File: src/iit_pkg.sv
// Purpose: Shared constants and types for the instruction issue timing block.
// Assumes: One instruction cycle equals two periods of the core input clock.
// Notes:   Group codes are assigned by the decoder that feeds this block.
package iit_pkg;

   // ****************************************************************
   // Timing
   // ****************************************************************
   localparam int unsigned IIT_CLK_PER_CYCLE = 2;
   localparam int unsigned IIT_EXEC_DELAY    = 2;
   localparam int unsigned IIT_REP_THRESH    = 512;

   // ****************************************************************
   // Instruction groups
   // ****************************************************************
   typedef enum logic [3:0] {
      IIT_G_REG_MOVE    = 4'h0,
      IIT_G_PROGRAM_RAM_XFER   = 4'h1,
      IIT_G_FLOW        = 4'h2,
      IIT_G_FLOW_DLY    = 4'h3,
      IIT_G_REP_SINGLE  = 4'h4,
      IIT_G_REP_BLOCK   = 4'h5,
      IIT_G_DSTACK_REG  = 4'h6,
      IIT_G_STACK_DIR   = 4'h7,
      IIT_G_DSTACK_DIR  = 4'h8,
      IIT_G_STACK_IDX   = 4'h9,
      IIT_G_COP_SINGLE  = 4'hA,
      IIT_G_COP_DOUBLE  = 4'hB,
      IIT_G_OTHER       = 4'hF
   } iit_group_t;

   // Decoded instruction as offered by the decode stage.
   typedef struct packed {
      iit_group_t  group;       // Instruction group.
      logic [15:0] rep_count;   // Repeat count for repeat groups.
      logic        flow_long;   // Flow change takes its longer timing.
      logic        block_long;  // Block repeat with a separate end word.
   } iit_instr_t;

   // Issue timing for one instruction.
   typedef struct packed {
      logic [1:0] words;
      logic [2:0] cycles;
   } iit_cost_t;

   localparam logic [1:0] IIT_RESET_WORDS  = 2'h0;
   localparam logic [2:0] IIT_RESET_CYCLES = 3'h0;

   typedef enum logic [1:0] {
      IIT_S_IDLE  = 2'b00,
      IIT_S_ISSUE = 2'b01,
      IIT_S_HOLD  = 2'b10
   } iit_state_t;

endpackage : iit_pkg
File: src/iit_issue.sv
// Purpose: Sets fetch word count and issue spacing per instruction group,
//          and strobes the co-processor during decode of its instructions.
// Assumes: Decoded instructions arrive on clk_in from same-domain logic.
// Notes:   Counts are in instruction cycles; each is two clk_in periods.

// Functional notes
// - Three stage pipeline, cycle is two clocks
// - One word fetched per cycle, execute two later
// - Register move: one word, one cycle
// - Program memory transfer: one word, four cycles
// - Flow: two/three cycles, delayed one/two
// - Single repeat below 512: one word, one cycle
// - Single repeat 512 up: two words, two cycles
// - Block repeat below 512: two words, two cycles
// - Block repeat 512 up: two or three words
// - Double push/pop register: one word, one cycle
// - Direct push/pop: two words, three cycles
// - Direct double push/pop: two words, three cycles
// - Indexed stack move: one word, two cycles
// - Strobe co-processor while decoding its instruction
// - Co-processor moves are one word each
module iit_issue
   import iit_pkg::*;
(
   input  wire logic       clk_in,                 // Core input clock.
   input  wire logic       nrst_in,                // Synchronous reset, active low.
   input  wire iit_instr_t instr_in,               // Decoded instruction.
   input  wire logic       instr_valid_in,         // Decoded instruction is offered.
   output logic            issue_ready_out,        // Decode stage may offer.
   output logic            cycle_phase_out,        // High on second clock of a cycle.
   output logic            fetch_out,              // Program word fetch strobe.
   output logic            exec_start_out,         // First execute cycle of an instruction.
   output logic [1:0]      words_out,              // Words of the issued instruction.
   output logic [2:0]      cycles_out,             // Cycles of the issued instruction.
   output logic            coproc_instr_strobe_out, // Co-processor instruction in decode.
   output logic            coproc_single_move_out,  // Decoded one is a single move.
   output logic            coproc_double_move_out   // Decoded one is a double move.
);

   // ****************************************************************
   // Cost lookup
   // ****************************************************************
   function automatic iit_cost_t cost_of(input iit_instr_t ins);
      logic big;
      big = (ins.rep_count >= 16'(IIT_REP_THRESH));
      case (ins.group)
         IIT_G_REG_MOVE:   cost_of = '{words: 2'd1, cycles: 3'd1};
         IIT_G_PROGRAM_RAM_XFER:  cost_of = '{words: 2'd1, cycles: 3'd4};
         IIT_G_FLOW:       cost_of = '{words: 2'd1,
                                       cycles: ins.flow_long ? 3'd3 : 3'd2};
         IIT_G_FLOW_DLY:   cost_of = '{words: 2'd1,
                                       cycles: ins.flow_long ? 3'd2 : 3'd1};
         IIT_G_REP_SINGLE: cost_of = big ? iit_cost_t'{words: 2'd2, cycles: 3'd2}
                                         : iit_cost_t'{words: 2'd1, cycles: 3'd1};
         IIT_G_REP_BLOCK:  cost_of = (big && ins.block_long)
                                   ? iit_cost_t'{words: 2'd3, cycles: 3'd3}
                                   : iit_cost_t'{words: 2'd2, cycles: 3'd2};
         IIT_G_DSTACK_REG: cost_of = '{words: 2'd1, cycles: 3'd1};
         IIT_G_STACK_DIR:  cost_of = '{words: 2'd2, cycles: 3'd3};
         IIT_G_DSTACK_DIR: cost_of = '{words: 2'd2, cycles: 3'd3};
         IIT_G_STACK_IDX:  cost_of = '{words: 2'd1, cycles: 3'd2};
         IIT_G_COP_SINGLE,
         IIT_G_COP_DOUBLE: cost_of = '{words: 2'd1, cycles: 3'd1};
         default:          cost_of = '{words: 2'd1, cycles: 3'd1};
      endcase
   endfunction : cost_of

   // ****************************************************************
   // Cycle phase and issue sequencing
   // ****************************************************************
   iit_state_t state;
   iit_state_t next_state;
   logic       phase;
   logic [2:0] remain;
   logic [2:0] next_remain;
   logic [1:0] fetch_left;
   logic [1:0] next_fetch_left;
   logic [1:0] exec_pipe;
   iit_cost_t  cost;
   logic       take;
   logic       is_cop_s;
   logic       is_cop_d;

   assign cost     = cost_of(instr_in);
   // Issue happens on the last clock of an instruction cycle only.
   assign take     = phase && instr_valid_in && (remain <= 3'd1);
   assign is_cop_s = instr_valid_in && (instr_in.group == IIT_G_COP_SINGLE);
   assign is_cop_d = instr_valid_in && (instr_in.group == IIT_G_COP_DOUBLE);

   always_comb begin
      next_state      = state;
      next_remain     = remain;
      next_fetch_left = fetch_left;
      if (phase) begin
         if (remain > 3'd1) begin
            next_remain = remain - 3'd1;
            next_state  = IIT_S_HOLD;
         end else if (take) begin
            next_remain = cost.cycles;
            next_state  = IIT_S_ISSUE;
         end else begin
            next_remain = 3'd0;
            next_state  = IIT_S_IDLE;
         end
         if (take) begin
            next_fetch_left = cost.words - 2'd1;
         end else if (fetch_left != 2'd0) begin
            next_fetch_left = fetch_left - 2'd1;
         end
      end
      case (state)
         IIT_S_IDLE, IIT_S_ISSUE, IIT_S_HOLD: ;
         default: next_state = IIT_S_IDLE;
      endcase
   end

   always_ff @(posedge clk_in) begin
      if (!nrst_in) begin
         state      <= IIT_S_IDLE;
         phase      <= 1'b0;
         remain     <= IIT_RESET_CYCLES;
         fetch_left <= IIT_RESET_WORDS;
         exec_pipe  <= 2'b00;
      end else begin
         state      <= next_state;
         phase      <= ~phase;
         remain     <= next_remain;
         fetch_left <= next_fetch_left;
         if (phase) begin
            exec_pipe <= {exec_pipe[0], take};
         end
      end
   end

   // ****************************************************************
   // Outputs
   // ****************************************************************
   always_ff @(posedge clk_in) begin
      if (!nrst_in) begin
         issue_ready_out         <= 1'b0;
         cycle_phase_out         <= 1'b0;
         fetch_out               <= 1'b0;
         exec_start_out          <= 1'b0;
         words_out               <= IIT_RESET_WORDS;
         cycles_out              <= IIT_RESET_CYCLES;
         coproc_instr_strobe_out <= 1'b0;
         coproc_single_move_out  <= 1'b0;
         coproc_double_move_out  <= 1'b0;
      end else begin
         cycle_phase_out <= ~phase;
         issue_ready_out <= (next_remain <= 3'd1);
         if (phase) begin
            fetch_out      <= take || (fetch_left != 2'd0);
            exec_start_out <= exec_pipe[1];
            if (take) begin
               words_out  <= cost.words;
               cycles_out <= cost.cycles;
            end
            // Strobe covers the decode cycle; execute starts two cycles after it starts.
            coproc_instr_strobe_out <= take && (is_cop_s || is_cop_d);
            coproc_single_move_out  <= take && is_cop_s;
            coproc_double_move_out  <= take && is_cop_d;
         end
      end
   end

   // ****************************************************************
   // Checks
   // ****************************************************************
   property p_phase_toggle;
      @(posedge clk_in) disable iff (!nrst_in)
      $past(nrst_in) |-> (phase != $past(phase));
   endproperty
   a_phase_toggle: assert property (p_phase_toggle)
      else $error("cycle phase did not alternate");

   property p_program_ram_hold;
      @(posedge clk_in) disable iff (!nrst_in)
      (take && instr_in.group == IIT_G_PROGRAM_RAM_XFER) |=> !take [*7];
   endproperty
   a_program_ram_hold: assert property (p_program_ram_hold)
      else $error("issue during program memory transfer");

   property p_regmove_cost;
      @(posedge clk_in) disable iff (!nrst_in)
      (take && instr_in.group == IIT_G_REG_MOVE) |=> (cycles_out == 3'd1 && words_out == 2'd1);
   endproperty
   a_regmove_cost: assert property (p_regmove_cost)
      else $error("register move cost wrong");

   property p_rep_small;
      @(posedge clk_in) disable iff (!nrst_in)
      (take && instr_in.group == IIT_G_REP_SINGLE && instr_in.rep_count < 16'd512)
      |=> (words_out == 2'd1 && cycles_out == 3'd1);
   endproperty
   a_rep_small: assert property (p_rep_small)
      else $error("short single repeat cost wrong");

   property p_rep_big;
      @(posedge clk_in) disable iff (!nrst_in)
      (take && instr_in.group == IIT_G_REP_SINGLE && instr_in.rep_count >= 16'd512)
      |=> (words_out == 2'd2 && cycles_out == 3'd2);
   endproperty
   a_rep_big: assert property (p_rep_big)
      else $error("long single repeat cost wrong");

   property p_stack_dir;
      @(posedge clk_in) disable iff (!nrst_in)
      (take && instr_in.group == IIT_G_STACK_DIR) |=> !take [*5];
   endproperty
   a_stack_dir: assert property (p_stack_dir)
      else $error("direct push or pop issued too soon");

   property p_stack_idx;
      @(posedge clk_in) disable iff (!nrst_in)
      (take && instr_in.group == IIT_G_STACK_IDX) |=> (cycles_out == 3'd2 && words_out == 2'd1);
   endproperty
   a_stack_idx: assert property (p_stack_idx)
      else $error("indexed stack move cost wrong");

   property p_cop_strobe;
      @(posedge clk_in) disable iff (!nrst_in)
      (take && (is_cop_s || is_cop_d)) |=> coproc_instr_strobe_out ##1 coproc_instr_strobe_out;
   endproperty
   a_cop_strobe: assert property (p_cop_strobe)
      else $error("co-processor strobe missing");

   // Clocks since the last issue, saturating; checks spacing apart from the hold counter.
   logic [3:0] gap;
   always_ff @(posedge clk_in) begin
      if (!nrst_in) begin
         gap <= 4'hF;
      end else if (take) begin
         gap <= 4'h1;
      end else if (gap != 4'hF) begin
         gap <= gap + 4'h1;
      end
   end

   property p_hold_count;
      @(posedge clk_in) disable iff (!nrst_in)
      take |-> (gap >= {cycles_out, 1'b0});
   endproperty
   a_hold_count: assert property (p_hold_count)
      else $error("issue while holding");

   property p_exec_delay;
      @(posedge clk_in) disable iff (!nrst_in)
      take |-> ##5 exec_start_out;
   endproperty
   a_exec_delay: assert property (p_exec_delay)
      else $error("execute not two cycles after fetch");

   property p_flow_long;
      @(posedge clk_in) disable iff (!nrst_in)
      (take && instr_in.group == IIT_G_FLOW && instr_in.flow_long)
      |=> (words_out == 2'h1 && cycles_out == 3'h3);
   endproperty
   a_flow_long: assert property (p_flow_long)
      else $error("long flow change cost wrong");

   property p_flow_dly;
      @(posedge clk_in) disable iff (!nrst_in)
      (take && instr_in.group == IIT_G_FLOW_DLY && !instr_in.flow_long)
      |=> (words_out == 2'h1 && cycles_out == 3'h1);
   endproperty
   a_flow_dly: assert property (p_flow_dly)
      else $error("short delayed flow change cost wrong");

   property p_block_small;
      @(posedge clk_in) disable iff (!nrst_in)
      (take && instr_in.group == IIT_G_REP_BLOCK && instr_in.rep_count < 16'(IIT_REP_THRESH))
      |=> (words_out == 2'h2 && cycles_out == 3'h2);
   endproperty
   a_block_small: assert property (p_block_small)
      else $error("short block repeat cost wrong");

   property p_block_big;
      @(posedge clk_in) disable iff (!nrst_in)
      (take && instr_in.group == IIT_G_REP_BLOCK && instr_in.block_long
       && instr_in.rep_count >= 16'(IIT_REP_THRESH)) |=> (words_out == 2'h3 && cycles_out == 3'h3);
   endproperty
   a_block_big: assert property (p_block_big)
      else $error("long block repeat cost wrong");

   property p_dstack_reg;
      @(posedge clk_in) disable iff (!nrst_in)
      (take && instr_in.group == IIT_G_DSTACK_REG) |=> (cycles_out == 3'h1 && words_out == 2'h1);
   endproperty
   a_dstack_reg: assert property (p_dstack_reg)
      else $error("double register push or pop cost wrong");

   property p_dstack_dir;
      @(posedge clk_in) disable iff (!nrst_in)
      (take && instr_in.group == IIT_G_DSTACK_DIR) |=> !take [*5];
   endproperty
   a_dstack_dir: assert property (p_dstack_dir)
      else $error("direct double push or pop issued too soon");

   property p_cop_kind;
      @(posedge clk_in) disable iff (!nrst_in)
      (take && is_cop_d)
      |=> (coproc_double_move_out && !coproc_single_move_out && words_out == 2'h1);
   endproperty
   a_cop_kind: assert property (p_cop_kind)
      else $error("co-processor double move not flagged");

   c_program_ram:  cover property (@(posedge clk_in) disable iff (!nrst_in)
                            take && instr_in.group == IIT_G_PROGRAM_RAM_XFER);
   c_cop:   cover property (@(posedge clk_in) disable iff (!nrst_in) coproc_double_move_out);
   c_block: cover property (@(posedge clk_in) disable iff (!nrst_in)
                            take && cost.words == 2'd3);
   c_rep_big: cover property (@(posedge clk_in) disable iff (!nrst_in)
                              take && instr_in.group == IIT_G_REP_SINGLE && cost.words == 2'h2);
   c_hold:  cover property (@(posedge clk_in) disable iff (!nrst_in) state == IIT_S_HOLD);

endmodule : iit_issue

File: config.mk
export PLATFORM = sky130hd
export DESIGN_NAME = iit_issue
export DESIGN_NICKNAME = d
export VERILOG_FILES = /design/src/iit_pkg.sv /design/src/iit_issue.sv
export SDC_FILE = /design/constraint.sdc
export NUM_CORES = 1
export LEC_CHECK = 0
export BUFFER_PORTS_ARGS = -buffer_cell sky130_fd_sc_hd__clkbuf_2
export CAP_MARGIN = 20
export CORE_UTILIZATION = 45
export DETAILED_ROUTE_END_ITERATION = 12
export PLACE_DENSITY_LB_ADDON = 0.15
export SLEW_MARGIN = 20
export SYNTH_ARGS = -nofsm -noshare
export SYNTH_HDL_FRONTEND = slang
export SYNTH_SLANG_ARGS = --single-unit
File: constraint.sdc
create_clock -name clk_in -period 4.8 [get_ports clk_in]
set_clock_uncertainty 0.2 [all_clocks]
set_input_delay 0.24 -clock clk_in [delete_from_list [all_inputs] [get_ports clk_in]]
set_output_delay 0.24 -clock clk_in [all_outputs]
set_load 0.01 [all_outputs]
==> summary.txt <==
Placed design
  – GP Congestion: 0.808
  – Count of input and output buffers: 27
  – Post-DP HPWL: 1700 µm

Clock network
  – Clock root buffer: clkbuf_4
  – CTS Buffer Depth: 2
  – Setup Fix Bufs, Post-CTS: 0
  – Clock tree from TritonCTS: done
  – Cts hold-fix bufs: 0
  – Clk slew on worst S/H paths: 0.11 ns
  – Clk Latency, worst-skew pair: 0.30 ns
  – Cts repair resizes: 0
  – Num CTS Buffers: 3
  – Max H-tree Level: 1
  – CTS sink count: 19

Worst setup path
  – Req. time, crit path: 4.81 ns
  – FF-to-FF setup slack: 2.57 ns
  – Critical Path AT: 2.23 ns
  – CP endpoint kind: register
  – Reg2Reg Depth: 5
  – Reg-to-Reg End: issue_ready_out
  – Worst Path Max Fanout: 17
  – WS Path Type: register to register
  – Startpoint Class: register
  – Reg2reg start: cycle_phase_out

Cells and area
  – Share of cells above drive strength 1: 26.4%
  – Most frequent cells in the layout: 27 x clkbuf_2, 19 x dfxtp_1, 14 x a21oi_1
  – Ant. Diodes: 0
  – Area Overhead vs Synth: 16.7%
  – Final Core Density: 57.8%
  – Commonest non-fill, non-tap cell in the layout: clkbuf_2
  – Final nets: 176

Timing
  – Slew Limit Fails: 0
  – FMAX: 0.449 GHz
  – Min Tclk post-route: 2.23 ns
  – # setup viols final: 0
  – Final Hold Fails: 0
  – Worst Tran Pin Value: 0.527 ns
  – RSZ-0062 raised after global routing: false
  – Crit share post-route: 46.4%
  – Headroom to the max-slew limit: 64.8%
  – Hold_ws: 0.0220 ns
  – Post-Route Setup TNS: 0 ns

Logic synthesis
  – Synthesized flop and latch total: 19
  – Synthesized area: 1010 µm²
  – Post-Syn Area per Cell: 8.15 µm²
  – Synth Net Count: 151
  – Multiplexer area fraction after synthesis: 2.97%
  – Post-Synth Adder-Cell Area: 2.48%
  – Yosys cell types: 40
  – Main combinational cell family by area after synthesis: simple AND/OR/NAND/NOR gates
  – YS warnings: 0
  – Post-Syn Instances: 124
  – Top_reg_cell synth: dfxtp_1
  – Sequential share of the synthesized area: 37.6%
  – Xor/xnor cell area share of the yosys netlist: 0%
  – Compound-gate portion of the synthesized area: 23.5%
  – Simple-gate portion of the synthesized area: 28.2%
  – Post-synth EDFFs: 0
  – Asr flop ratio synth: 0%

Floorplan
  – I/O pins: 37
  – Die H: 49.4 µm
  – FP Rows: 16
  – Die W: 49.4 µm
  – Starting Density: 49.5%
  – Core region area: 2040 µm²
  – Die area: 2440 µm²

Routing
  – Detailed router's first-iteration violation count: 38
  – DRC Markers: 0
  – 1st-pass router iterations: 4
  – Vias: 981
  – Routed len/inst: 12.6 µm
  – DR vias/cell: 5.61
  – ANT nets after route: 0
  – Drt total wl: 2210 µm

GRT
  – Grt met1 use: 22.0%
  – Largest net degree at the start of global routing: 18
  – GRT Util Overall: 19.7%
  – First-pass GRT wire length: 3730 µm
  – Met2 usage: 34.5%
  – Initial antenna violation count: 0
  – GR Util met3: 6.85%
  – GRT Max-Usage Layer: met2
  – Grt total ovfl: 0
  – Vias in the first global route: 925

Pwr
  – LEAKAGE: 0.489 nW
  – Tot Pwr: 0.319 mW
  – Power per standard cell area: 270 nW/µm²
  – Peak supply drop: 265 µV

Min path
  – Hold path startpoint: nrst_in
  – Hold crit path type: input pin to register
  – Hold path depth: 2
  – Hold endpoint: issue_ready_out

Run
  – # Max-Cap Violations: 0

Status
  – Status: finished clean
[area by class of cell]
cell class / instances / area, µm²
fillers: 215 / 862
multi-input cells: 92 / 578
flip-flops and latches: 19 / 380
repair buffers: 27 / 135
well taps: 27 / 33.8
clock buffers: 3 / 22.5
inverters: 6 / 22.5
clock inverters: 1 / 7.51
[critical path, cell delays in order, from the launching register on]
cell	delay, ns
dfxtp_1	0.67
nand2_1	0.21
nor3_4	0.38
o221ai_2	0.24
o2111a_1	0.22
o211a_1	0.22
[power by group]
part / switching [mW] / total (mW) / internal (mW)
sequential: 0.00849 / 0.175 / 0.166
clock: 0.0502 / 0.0820 / 0.0318
combinational: 0.0363 / 0.0623 / 0.0260
total: 0.0950 / 0.319 / 0.224
[sequential cells by signal (all words and copies together), names as in the netlist]
register and count:
words_out 2, cycles_out 3, exec_start_out 1, coproc_instr_strobe_out 1
coproc_single_move_out 1, fetch_left 2, coproc_double_move_out 1, fetch_out 1
exec_pipe 2, issue_ready_out 1, cycle_phase_out 1, remain 3
[logic make-up after synthesis]
group	Yosys count
flops	19
simple gates	51
fa+ha+maj	2
buf+inv	13
compound gates	36
mux	3
[how the worst max path moves through the flow]
stage | slack (ns) | end | from
6_report | 2.57 | issue_ready_out | cycle_phase_out
5_1_grt | 2.42 | issue_ready_out | cycle_phase_out
4_1_cts | 2.57 | issue_ready_out | cycle_phase_out
3_5_place_dp | 2.59 | issue_ready_out | cycle_phase_out
3_3_place_gp | 2.63 | issue_ready_out | cycle_phase_out
2_1_floorplan | 2.92 | issue_ready_out | remain[0]
[cell usage after synthesis, types with 2 or more instances]
| master | number | share of area, % |
|---|---|---|
| o21ai_0 | 7 | 3.5 |
| dfxtp_1 | 19 | 38 |
| buf_2 | 3 | 1.5 |
| or3_1 | 2 | 1.2 |
| clkbuf_1 | 4 | 1.5 |
| nand2_1 | 12 | 4.5 |
| a211o_1 | 2 | 1.7 |
| ha_1 | 2 | 2.5 |
| nand3_1 | 4 | 2.0 |
| nor3_1 | 4 | 2.0 |
| inv_1 | 5 | 1.9 |
| nand2b_1 | 2 | 1.2 |
| nand3b_1 | 2 | 1.5 |
| a31oi_1 | 2 | 1.2 |
| nor2_1 | 13 | 4.8 |
| nor4_1 | 2 | 1.2 |
| mux2i_1 | 3 | 3.0 |
| a21oi_1 | 14 | 6.9 |
[per-layer routing]
layer	part of all wire (%)	vias up
met1	43	439
li1	-	505
met4	1.7	0
met3	5.9	7
met2	49	30
met5	0	-
[through the flow]
step	cells	setup WS, ns	area [µm²]
floorplan	124	2.92	1010
global placement	171	2.63	1150
detailed placement	171	2.59	1150
CTS	175	2.57	1180
global route	175	2.42	1180
finish	175	2.57	1180
Power figures use the tool's default switching activity.
